### src/logic/otp_cfg_pkg.sv
/*
 * Constants for the one-time configuration block: register offsets,
 * field positions, reset values and status pin encodings.
 * Assumes nothing of its surroundings; imported by every design file.
 */
package otp_cfg_pkg;

    // --------------------------------------------------------------------
    // register offsets
    // --------------------------------------------------------------------
    localparam logic [7:0] major_version_number_off  = 8'h18;
    localparam logic [7:0] minor_version_number_off  = 8'h19;
    localparam logic [7:0] fifo_flush_policy_off     = 8'h1A;
    localparam logic [7:0] programmed_flags_low_off  = 8'h1D;
    localparam logic [7:0] programmed_flags_high_off = 8'h1E;
    localparam logic [7:0] status_pin_one_config_off = 8'h1F;

    // --------------------------------------------------------------------
    // reset values
    // --------------------------------------------------------------------
    localparam logic [7:0] reg_reset_value = 8'h00;

    // --------------------------------------------------------------------
    // flush policy bits
    // --------------------------------------------------------------------
    localparam int rx_close_bit = 4;
    localparam int rx_open_bit  = 3;
    localparam int tx_close_bit = 2;
    localparam int tx_open_bit  = 1;
    localparam logic [7:0] flush_policy_mask = 8'h1E;

    // --------------------------------------------------------------------
    // programmed flags, low byte
    // --------------------------------------------------------------------
    localparam int language_code_flag         = 7;
    localparam int second_uart_pin_setup_flag = 4;
    localparam int first_uart_pin_setup_flag  = 3;
    localparam int serial_text_flag           = 2;
    localparam int product_name_part_two_flag = 1;
    localparam int product_name_part_one_flag = 0;
    localparam logic [7:0] flags_low_mask     = 8'h9F;

    // --------------------------------------------------------------------
    // programmed flags, high byte
    // --------------------------------------------------------------------
    localparam int vendor_name_part_two_flag = 7;
    localparam int vendor_name_part_one_flag = 6;
    localparam int flush_policy_flag         = 5;
    localparam int release_number_flag       = 4;
    localparam int bus_attribute_flag        = 3;
    localparam int power_budget_flag         = 2;
    localparam int product_identifier_flag   = 1;
    localparam int vendor_identifier_flag    = 0;

    // --------------------------------------------------------------------
    // status pin one configuration fields
    // --------------------------------------------------------------------
    localparam int pin_sel_lsb  = 2;
    localparam int pin_ctrl_lsb = 0;
    localparam logic [7:0] pin_cfg_mask = 8'h1F;

    localparam logic [2:0] sel_susp_or_rst_a = 3'h0;
    localparam logic [2:0] sel_susp_high     = 3'h1;
    localparam logic [2:0] sel_lowpwr_high   = 3'h2;
    localparam logic [2:0] sel_rst_high      = 3'h3;
    localparam logic [2:0] sel_susp_or_rst_b = 3'h4;
    localparam logic [2:0] sel_susp_low      = 3'h5;
    localparam logic [2:0] sel_lowpwr_low    = 3'h6;
    localparam logic [2:0] sel_rst_low       = 3'h7;

    localparam logic [1:0] ctrl_open_drain = 2'h1;
    localparam logic [1:0] ctrl_push_pull  = 2'h2;

endpackage : otp_cfg_pkg

### src/logic/status_pin_drive.sv
/*
 * Drives the first status indicator pin from the bus state inputs.
 * Assumes suspend, reduced power and bus reset come from outside the
 * ref_clk domain; each passes two flip-flops before use.
 */
`timescale 1ns/1ps
`default_nettype none

module status_pin_drive (
    input  wire logic                     ref_clk,
    input  wire logic                     rst_n,
    input  wire logic                     suspend_in,
    input  wire logic                     reduced_power_state,
    input  wire logic                     bus_reset_in,
    input  wire logic [2:0]               pin_sel,
    input  wire logic [1:0]               pin_ctrl,
    output logic                          pin_out,
    output logic                          pin_oe_n
);
    import otp_cfg_pkg::*;

    logic [2:0] sync1;
    logic [2:0] sync2;
    logic       level;
    logic       next_pin_out;
    logic       next_pin_oe_n;

    // --------------------------------------------------------------------
    // two-stage synchroniser: suspend, reduced power, bus reset
    // --------------------------------------------------------------------
    always_ff @(posedge ref_clk or negedge rst_n) begin
        if (!rst_n) begin
            sync1 <= 3'h0;
            sync2 <= 3'h0;
        end else begin
            sync1 <= {bus_reset_in, reduced_power_state, suspend_in};
            sync2 <= sync1;
        end
    end

    // pin level per selected condition
    always_comb begin
        case (pin_sel)
            sel_susp_or_rst_a: level = sync2[0] | sync2[2];
            sel_susp_high:     level = sync2[0];
            sel_lowpwr_high:   level = sync2[1];
            sel_rst_high:      level = sync2[2];
            sel_susp_or_rst_b: level = sync2[0] | sync2[2];
            sel_susp_low:      level = ~sync2[0];
            sel_lowpwr_low:    level = ~sync2[1];
            sel_rst_low:       level = ~sync2[2];
            default:           level = 1'b0;
        endcase
    end

    // output driver type; invalid codes leave the pin undriven
    always_comb begin
        case (pin_ctrl)
            ctrl_open_drain: begin
                next_pin_out  = 1'b0;
                next_pin_oe_n = level;
            end
            ctrl_push_pull: begin
                next_pin_out  = level;
                next_pin_oe_n = 1'b0;
            end
            default: begin
                next_pin_out  = 1'b0;
                next_pin_oe_n = 1'b1;
            end
        endcase
    end

    always_ff @(posedge ref_clk or negedge rst_n) begin
        if (!rst_n) begin
            pin_out  <= 1'b0;
            pin_oe_n <= 1'b1;
        end else begin
            pin_out  <= next_pin_out;
            pin_oe_n <= next_pin_oe_n;
        end
    end
endmodule : status_pin_drive

`default_nettype wire

### src/logic/otp_config_flush_status_pin.sv
/*
 * One-time configuration registers: release numbers, fifo flush policy,
 * programmed flags and first status pin setup, with flush pulses on
 * serial port open and close.
 * Assumes the register port and the open/close events come from logic on
 * ref_clk, and that the fifos reset their pointers on the flush pulses.
 */
// What this block does
// - flush policy bit 4 set: flush receive fifo when port closes.
// - flush policy bit 3 set: flush receive fifo when port opens.
// - flush policy bit 2 set: flush transmit fifo when port closes.
// - flush policy bit 1 set: flush transmit fifo when port opens.
// - release and flush policy values are used only when their programmed flag is one.
// - release number and flush policy fields refuse further writes once their programmed flag is set.
// - low flag byte: 7 language, 4/3 uart pins, 2 serial, 1/0 product.
// - high flag byte: 7/6 vendor, 5 flush, 4 release, 3..0 bus fields.
// - select codes 000..100 drive pin high during chosen condition.
// - select codes 101..111 drive pin low during chosen condition.
// - drive type 01 open drain, 10 push-pull; 00 and 11 invalid.
// - status pin settings govern pin behaviour while suspended.
`timescale 1ns/1ps
`default_nettype none

module otp_config_flush_status_pin (
    input  wire logic                     ref_clk,
    input  wire logic                     rst_n,
    input  wire logic [7:0]               reg_addr,
    input  wire logic [7:0]               reg_wdata,
    input  wire logic                     reg_wr,
    input  wire logic                     reg_rd,
    output logic [7:0]                    reg_rdata,
    output logic                          reg_rvalid,
    output logic                          write_refused,
    input  wire logic                     port_open,
    input  wire logic                     port_close,
    output logic                          rx_flush,
    output logic                          tx_flush,
    output logic [7:0]                    major_release,
    output logic [7:0]                    minor_release,
    output logic [15:0]                   field_used,
    input  wire logic                     suspend_in,
    input  wire logic                     reduced_power_state,
    input  wire logic                     bus_reset_in,
    output logic                          status_indicator_pin_one_out,
    output logic                          status_indicator_pin_one_oe_n
);
    import otp_cfg_pkg::*;

    logic [7:0] major_version_number;
    logic [7:0] minor_version_number;
    logic [7:0] fifo_flush_policy;
    logic [7:0] programmed_flags_low;
    logic [7:0] programmed_flags_high;
    logic [7:0] status_pin_one_config;
    logic [7:0] next_major_version_number;
    logic [7:0] next_minor_version_number;
    logic [7:0] next_fifo_flush_policy;
    logic [7:0] next_programmed_flags_low;
    logic [7:0] next_programmed_flags_high;
    logic [7:0] next_status_pin_one_config;
    logic       next_write_refused;
    logic [7:0] next_reg_rdata;
    logic       next_reg_rvalid;
    logic       next_rx_flush;
    logic       next_tx_flush;
    logic [7:0] flush_in_use;

    // write is refused when the addressed field is already burnt
    function automatic logic field_locked(input logic [7:0] addr,
                                          input logic [7:0] flags_high);
        case (addr)
            major_version_number_off,
            minor_version_number_off: field_locked = flags_high[release_number_flag];
            fifo_flush_policy_off:    field_locked = flags_high[flush_policy_flag];
            default:                  field_locked = 1'b0;
        endcase
    endfunction : field_locked

    // --------------------------------------------------------------------
    // register writes
    // --------------------------------------------------------------------
    always_comb begin
        next_major_version_number  = major_version_number;
        next_minor_version_number  = minor_version_number;
        next_fifo_flush_policy     = fifo_flush_policy;
        next_programmed_flags_low  = programmed_flags_low;
        next_programmed_flags_high = programmed_flags_high;
        next_status_pin_one_config = status_pin_one_config;
        next_write_refused         = 1'b0;
        if (reg_wr) begin
            if (field_locked(reg_addr, programmed_flags_high)) begin
                next_write_refused = 1'b1;
            end else begin
                case (reg_addr)
                    major_version_number_off:
                        next_major_version_number = reg_wdata;
                    minor_version_number_off:
                        next_minor_version_number = reg_wdata;
                    fifo_flush_policy_off:
                        next_fifo_flush_policy = reg_wdata & flush_policy_mask;
                    // flags only ever gain bits: a set flag stays set
                    programmed_flags_low_off:
                        next_programmed_flags_low = programmed_flags_low
                            | (reg_wdata & flags_low_mask);
                    programmed_flags_high_off:
                        next_programmed_flags_high = programmed_flags_high
                            | reg_wdata;
                    status_pin_one_config_off:
                        next_status_pin_one_config = reg_wdata & pin_cfg_mask;
                    default: ;
                endcase
            end
        end
    end

    always_ff @(posedge ref_clk or negedge rst_n) begin
        if (!rst_n) begin
            major_version_number  <= reg_reset_value;
            minor_version_number  <= reg_reset_value;
            fifo_flush_policy     <= reg_reset_value;
            programmed_flags_low  <= reg_reset_value;
            programmed_flags_high <= reg_reset_value;
            status_pin_one_config <= reg_reset_value;
            write_refused         <= 1'b0;
        end else begin
            major_version_number  <= next_major_version_number;
            minor_version_number  <= next_minor_version_number;
            fifo_flush_policy     <= next_fifo_flush_policy;
            programmed_flags_low  <= next_programmed_flags_low;
            programmed_flags_high <= next_programmed_flags_high;
            status_pin_one_config <= next_status_pin_one_config;
            write_refused         <= next_write_refused;
        end
    end

    // --------------------------------------------------------------------
    // register reads and values in use
    // --------------------------------------------------------------------
    always_comb begin
        next_reg_rvalid = reg_rd;
        next_reg_rdata  = reg_rdata;
        if (reg_rd) begin
            case (reg_addr)
                major_version_number_off:  next_reg_rdata = major_version_number;
                minor_version_number_off:  next_reg_rdata = minor_version_number;
                fifo_flush_policy_off:     next_reg_rdata = fifo_flush_policy;
                programmed_flags_low_off:  next_reg_rdata = programmed_flags_low;
                programmed_flags_high_off: next_reg_rdata = programmed_flags_high;
                status_pin_one_config_off: next_reg_rdata = status_pin_one_config;
                default:                   next_reg_rdata = 8'h00;
            endcase
        end
    end

    // stored values are ignored until their flag is burnt
    assign flush_in_use  = programmed_flags_high[flush_policy_flag]
                           ? fifo_flush_policy : 8'h00;
    assign major_release = programmed_flags_high[release_number_flag]
                           ? major_version_number : 8'h00;
    assign minor_release = programmed_flags_high[release_number_flag]
                           ? minor_version_number : 8'h00;
    assign field_used    = {programmed_flags_high, programmed_flags_low};

    // --------------------------------------------------------------------
    // flush pulses on port open and close
    // --------------------------------------------------------------------
    always_comb begin
        next_rx_flush = (port_close & flush_in_use[rx_close_bit])
                      | (port_open  & flush_in_use[rx_open_bit]);
        next_tx_flush = (port_close & flush_in_use[tx_close_bit])
                      | (port_open  & flush_in_use[tx_open_bit]);
    end

    // one-cycle pulses; the fifo clears pointers on them
    always_ff @(posedge ref_clk or negedge rst_n) begin
        if (!rst_n) begin
            reg_rdata  <= 8'h00;
            reg_rvalid <= 1'b0;
            rx_flush   <= 1'b0;
            tx_flush   <= 1'b0;
        end else begin
            reg_rdata  <= next_reg_rdata;
            reg_rvalid <= next_reg_rvalid;
            rx_flush   <= next_rx_flush;
            tx_flush   <= next_tx_flush;
        end
    end

    // status pin one driver
    status_pin_drive u_status_pin_drive (
        .ref_clk             (ref_clk),
        .rst_n               (rst_n),
        .suspend_in          (suspend_in),
        .reduced_power_state (reduced_power_state),
        .bus_reset_in        (bus_reset_in),
        .pin_sel             (status_pin_one_config[pin_sel_lsb +: 3]),
        .pin_ctrl            (status_pin_one_config[pin_ctrl_lsb +: 2]),
        .pin_out             (status_indicator_pin_one_out),
        .pin_oe_n            (status_indicator_pin_one_oe_n)
    );
endmodule : otp_config_flush_status_pin

`default_nettype wire

### config.mk
export PLATFORM = sky130hd
export DESIGN_NAME = otp_config_flush_status_pin
export DESIGN_NICKNAME = d
export VERILOG_FILES = /design/src/logic/otp_cfg_pkg.sv /design/src/logic/status_pin_drive.sv /design/src/logic/otp_config_flush_status_pin.sv
export SDC_FILE = /design/constraint.sdc
export NUM_CORES = 1
export LEC_CHECK = 0
export ABC_AREA = 1
export BUFFER_PORTS_ARGS = -buffer_cell sky130_fd_sc_hd__clkbuf_2
export CORE_ASPECT_RATIO = 0.9
export CORE_MARGIN = 8
export CORE_UTILIZATION = 50
export DETAILED_ROUTE_END_ITERATION = 10
export PLACE_DENSITY = 0.86
export SETUP_SLACK_MARGIN = 0.05
export SLEW_MARGIN = 20
export SYNTH_ARGS = -nofsm -noshare
export SYNTH_HDL_FRONTEND = slang
export SYNTH_SLANG_ARGS = --single-unit
### constraint.sdc
create_clock -name ref_clk -period 2.6 [get_ports ref_clk]
set_input_delay 0.65 -clock ref_clk [delete_from_list [all_inputs] [get_ports ref_clk]]
set_output_delay 0.65 -clock ref_clk [all_outputs]
set_load 0.03 [all_outputs]
==> results.tsv, run 1 <==
stage	metric	value	unit
outcome	outcome	finished, final reports clean	
layout	fin cells	505	
clock_network	Root Driver	clkbuf_8	
synthesis	mux cell area share after synthesis	0	
synthesis	compound-gate portion of the synthesized area	0.0620	
floorplan	num rows	26	
clock_network	clock latency on the worst-skew pair	0.34	ns
place	DP Cell Count	489	
layout	Area Overhead vs Synth	19.1	%
setup_path	Worst EP arrival	1.63	ns
synthesis	synth unique cells	28	
min_path	worst hold path type	flip-flop to flip-flop	
floorplan	starting density of the core	0.514	
setup_path	critical path launch point type	flip-flop	
global_route	gr usage total	0.196	
routing	Vias per Instance	5.37	
min_path	Hold Crit Start	u_status_pin_drive.sync1[2]$_DFF_PN0_	
timing	headroom to the max-slew limit	0.468	
synthesis	synthesized area	2910	um2
place	hpwl dp	5.66	mm
global_route	number of global-route vias before repair	2716	
setup_path	Setup CP Type	flip-flop to output port	
global_route	Overflow after GRT	0	
floorplan	Die W	96.4	um
floorplan	die height	88.3	um
setup_path	crit end category	output port	
routing	final wirelength	7.79	mm
layout	final net count	455	
layout	Fill cells	532	
global_route	routing usage on met2	0.302	
timing	Final Setup Violations	0	
timing	post-route minimum period	2.28	ns
flow_run	number of max-cap violations	0	
place	RD Place Congestion	0.848	
power_and_ir_drop	Leakage	2.06	nW
routing	Routed Antenna Nets	0	
synthesis	cells after synthesis	361	
clock_network	CTS HTree Levels	3	
timing	RSZ-0062 raised after global routing	no	
clock_network	CTS tree	done	
setup_path	CP Data Required Time	1.95	ns
timing	max-slew violation count	0	
synthesis	main combinational cell family by area after synthesis	simple AND/OR/NAND/NOR gates	
clock_network	buffer depth of the longest clock path	2	
timing	Final TNS setup	0	ns
routing	router iterations before antenna repair	5	
global_route	initial antenna violation count	0	
setup_path	worst path cell trace	nand2_1 -> inv_1 -> clkbuf_2	
clock_network	clock tree sinks	59	
synthesis	area share of fa/ha/maj cells after synthesis	0	
setup_path	Slowest-stage cell, CP	dfrtp_1	
timing	final period utilization	0.878	
clock_network	hold buffer count at CTS	0	
setup_path	slowest stage delay, CP	0.86	ns
synthesis	Seq/Total Area, Yosys	0.508	
clock_network	postcts setup bufs	0	
floorplan	Placeable Area	5660	um2
setup_path	RR Startpoint	programmed_flags_high[4]$_DFFE_PN0P_	
routing	wire per inst	15.4	um
clock_network	TritonCTS buffer count	9	
setup_path	crit path from	programmed_flags_high[4]$_DFFE_PN0P_	
global_route	Top Usage Layer GRT	met2	
timing	Worst-Margin Slew	0.799	ns
routing	DRC viols	0	
global_route	met3 Use GR	0.0755	
global_route	first-pass GRT wire length	12.8	mm
synthesis	Synth Warn #	0	
place	Port Buffers	68	
power_and_ir_drop	total power	0.00205	W
power_and_ir_drop	PD cells	592	nW/um2
synthesis	syn_area_per_cell	8.05	um2
routing	1st-iter DRT viols	193	
floorplan	Top-Level Pins	71	
synthesis	FF+latch count, synth	59	
clock_network	Reg clk slew, reported paths	0.06	ns
synthesis	Post-Synth Simple-Gate Area	0.334	
routing	via count	2711	
place	placed inst area	3260	um2
layout	Post-Layout Inst Area	3460	um2
setup_path	critical-path maximum fanout	20	
timing	final hold vios	0	
global_route	largest net degree at the start of global routing	60	
layout	Inserted Diodes	0	
clock_network	CTS resizes	0	
floorplan	die area	8520	um2
timing	Setup Skew	0.00529	ns
power_and_ir_drop	worst vdd ir	0.000404	V
layout	share of layout cells above drive strength 1	0.246	
synthesis	Post-Synth XOR/XNOR Area	0.00301	
timing	f_max	438	MHz
global_route	met1 Use GR	0.240	
layout by cell type (no fill, tap or decap), drive strengths merged, types with 4 or more instances in the layout:
master  netlist  final
clkbuf        3     82
o21bai        9      9
inv          46     46
dfrtp        58     58
nor2         31     31
a21oi         8      8
nand4        32     32
o21ai         8      8
nand2       144    144
nand3         4      4
worst paths after layout:
| check | cells past startpoint | end | slack [ns] |
|---|---|---|---|
| min in group asynchronous | 2 | rx_flush$_DFF_PN0_ | 0.44 |
| setup / recovery | 3 | minor_release[7] | 0.32 |
| hold reg to reg | 0 | u_status_pin_drive.sync2[2]$_DFF_PN0_ | 0.35 |
| max in group asynchronous | 2 | programmed_flags_high[7]$_DFFE_PN0P_ | 1.65 |
| hold / removal | 0 | u_status_pin_drive.sync2[2]$_DFF_PN0_ | 0.35 |
| setup reg to reg | 3 | status_pin_one_config[2]$_DFFE_PN0P_ | 0.87 |
per-layer routing:
layer,vias up,wire (um)
met5,-,0
met4,0,78
met3,11,784
met2,131,3800
met1,1297,3130
li1,1272,-
report_power, final:
part	total [W]	switching, W	leakage, nW	internal [W]
sequential	0.000987	0.0000301	0.766	0.000957
clock	0.000840	0.000346	0.101	0.000495
combinational	0.000223	0.000160	1.19	0.0000631
total	0.00205	0.000536	2.06	0.00151
metrics by stage:
step	hold slack [ns]	util	setup WS (ns)
detailed placement	0.340	0.577	0.564
floorplan	0.331	-	0.512
CTS	0.355	0.612	0.338
finish	0.351	0.612	0.316
global route	0.363	0.612	0.220
global placement	0.331	0.577	0.589
cell type report:
type                       instances  area (um2)  share of cell area
sequential                        59        1480               0.427
clock inverter                     2        35.0              0.0101
timing repair buffer              70         355               0.103
tap                               70        87.6              0.0253
clock buffer                      14         163              0.0470
multi-input combinational        243        1170               0.337
inverter                          47         176              0.0510
cells by family (layout without fill, tap and decap cells):
kind of cell           after synthesis  in the layout
XOR/XNOR                             1              1
flip-flops                          59             59
AND/OR/NAND/NOR                    212            212
other                                1              2
buffers and inverters               60            133
AO/OA/AOI/OAI                       28             28
state kept, by name, indices dropped and copies added, names as in the netlist:
signal / flops
reg_rdata: 8
programmed_flags_high: 8
u_status_pin_drive.sync2: 3
u_status_pin_drive.pin_out: 1
major_version_number: 8
programmed_flags_low: 6
write_refused: 1
status_pin_one_config: 5
rx_flush: 1
u_status_pin_drive.pin_oe_n: 1
tx_flush: 1
u_status_pin_drive.sync1: 3
minor_version_number: 8
reg_rvalid: 1
fifo_flush_policy: 4
worst max-delay path, delay by kind of cell (launching register included):
kind	cells	cell delay, ns
flops	1	0.86
simple gates	1	0.14
buf+inv	2	0.29
cell usage after synthesis:
cell      number  area share
nand4_1       28       0.060
clkinv_1       1      0.0013
nand2_1      136        0.18
buf_6          3       0.012
o21ai_0        3      0.0052
o22ai_1        1      0.0022
nand4_2        4       0.017
nand3_1        3      0.0052
o211ai_1       2      0.0052
xnor2_1        1      0.0030
nand2_2        8       0.017
nor2_8         1      0.0069
a21oi_1        7       0.012
nor2_4         2      0.0077
buf_2          3      0.0052
conb_1         1      0.0013
dfstp_2        1      0.0090
buf_4          4       0.010
inv_1         40       0.052
inv_2          6      0.0077
a21oi_4        1      0.0056
o21bai_1       9       0.023
nor2_1        28       0.036
o21ai_1        5      0.0086
dfrtp_1       58        0.50
nand3_4        1      0.0060
clkbuf_1       3      0.0039
nor3_1         1      0.0017
Note: power is estimated with default switching activity, not from simulation.
==> run 2: changes to the inputs <==
--- a/config.mk
+++ b/config.mk
@@ -9,9 +9,9 @@
 export BUFFER_PORTS_ARGS = -buffer_cell sky130_fd_sc_hd__clkbuf_2
 export CORE_ASPECT_RATIO = 0.9
 export CORE_MARGIN = 8
-export CORE_UTILIZATION = 50
+export CORE_UTILIZATION = 40
 export DETAILED_ROUTE_END_ITERATION = 10
-export PLACE_DENSITY = 0.86
+export PLACE_DENSITY = 0.74
 export SETUP_SLACK_MARGIN = 0.05
 export SLEW_MARGIN = 20
 export SYNTH_ARGS = -nofsm -noshare
==> results.tsv, run 2 (synthesis gave the netlist of run 1 again) <==
stage	metric	value	unit
place	DP Cell Count	512	
floorplan	Placeable Area	7040	um2
floorplan	num rows	29	
timing	RSZ-0062 raised after global routing	no	
clock_network	clock latency on the worst-skew pair	0.34	ns
timing	final hold vios	0	
routing	wire per inst	14.6	um
power_and_ir_drop	PD cells	610	nW/um2
layout	Post-Layout Inst Area	3520	um2
routing	final wirelength	7.69	mm
timing	max-slew violation count	0	
layout	most frequent cells in the layout	136 x nand2_1, 68 x clkbuf_2, 58 x dfrtp_1	
clock_network	TritonCTS buffer count	9	
setup_path	Setup CP Type	flip-flop to output port	
floorplan	Die W	106	um
place	Port Buffers	68	
place	placed inst area	3290	um2
timing	final worst slack	0.254	ns
place	hpwl dp	5.73	mm
clock_network	CTS HTree Levels	3	
layout	Inserted Diodes	0	
global_route	initial antenna violation count	0	
timing	Worst-Margin Slew	0.824	ns
layout	final net count	455	
floorplan	die area	10300	um2
power_and_ir_drop	total power	0.00215	W
routing	Routed Antenna Nets	0	
global_route	first-pass GRT wire length	13.3	mm
clock_network	CTS resizes	0	
clock_network	hold buffer count at CTS	0	
routing	router iterations before antenna repair	4	
clock_network	Root Driver	clkbuf_8	
timing	Setup Skew	0.00590	ns
timing	post-route minimum period	2.35	ns
flow_run	number of max-cap violations	0	
place	RD Place Congestion	0.846	
setup_path	critical path launch point type	flip-flop	
clock_network	postcts setup bufs	0	
setup_path	CP Data Required Time	1.95	ns
timing	Final TNS setup	0	ns
clock_network	clock tree sinks	59	
setup_path	critical-path maximum fanout	20	
floorplan	die height	96.9	um
layout	share of layout cells above drive strength 1	0.253	
clock_network	buffer depth of the longest clock path	2	
global_route	Overflow after GRT	0	
timing	headroom to the max-slew limit	0.451	
routing	Vias per Instance	4.99	
floorplan	Top-Level Pins	71	
layout	commonest non-fill, non-tap cell in the layout	nand2_1	
clock_network	CTS tree	done	
outcome	outcome	finished, final reports clean	
timing	final period utilization	0.902	
layout	fin cells	528	
timing	Final Setup Violations	0	
place	dpl ws	0.565	ns
timing	f_max	426	MHz
global_route	number of global-route vias before repair	2734	
floorplan	starting density of the core	0.413	
layout	Fill cells	687	
global_route	gr usage total	0.159	
clock_network	Reg clk slew, reported paths	0.07	ns
global_route	largest net degree at the start of global routing	60	
min_path	worst hold path type	flip-flop to flip-flop	
routing	DRC viols	0	
setup_path	Worst EP arrival	1.70	ns
power_and_ir_drop	Leakage	2.06	nW
layout	Area Overhead vs Synth	21.0	%
routing	1st-iter DRT viols	146	
routing	via count	2634	
power_and_ir_drop	worst vdd ir	0.000334	V
setup_path	crit end category	output port	
run 2: path summary, 6_finish.rpt:
| check | start | end | slack [ns] | cells after the start |
|---|---|---|---|---|
| min in group asynchronous | rst_n | fifo_flush_policy[4]$_DFFE_PN0P_ | 0.43 | 2 |
| hold / removal | u_status_pin_drive.sync1[2]$_DFF_PN0_ | u_status_pin_drive.sync2[2]$_DFF_PN0_ | 0.35 | 0 |
| setup reg to reg | programmed_flags_high[4]$_DFFE_PN0P_ | minor_version_number[7]$_DFFE_PN0P_ | 0.88 | 3 |
| max in group asynchronous | rst_n | u_status_pin_drive.pin_out$_DFF_PN0_ | 1.65 | 2 |
| hold reg to reg | u_status_pin_drive.sync1[2]$_DFF_PN0_ | u_status_pin_drive.sync2[2]$_DFF_PN0_ | 0.35 | 0 |
| setup / recovery | programmed_flags_high[4]$_DFFE_PN0P_ | major_release[4] | 0.25 | 3 |
run 2: routing by layer:
metal  track usage  vias up  part of all wire
li1              -     1276                 -
met1         0.198     1241              0.42
met2         0.243      104              0.46
met3        0.0656       13              0.10
met4        0.0476        0             0.016
met5             0        -                 0
run 2: cell type report:
type,instances,area [um2],area share
clock inverters,7,101,0.0288
multi-input cells,243,1170,0.332
repair buffers,70,355,0.101
well taps,93,116,0.0331
inverters,47,176,0.0501
clock buffers,9,124,0.0352
flip-flops and latches,59,1480,0.420
run 2: stage by stage:
stage	hold slack, ns	util
final	0.350	0.500
after global routing	0.362	0.500
after CTS	0.352	0.500
after detailed placement	0.335	0.468
after global placement	0.333	0.468
after floorplan	0.331	-
run 2: worst max-delay path, stage by stage (launching register included):
cell and delay, ns:
dfrtp_1 0.88, nand2_1 0.15, inv_1 0.11, clkbuf_2 0.21
run 2: power breakdown:
part | switching, W | internal, W
sequential | 0.0000286 | 0.000957
clock | 0.000395 | 0.000545
combinational | 0.000159 | 0.0000631
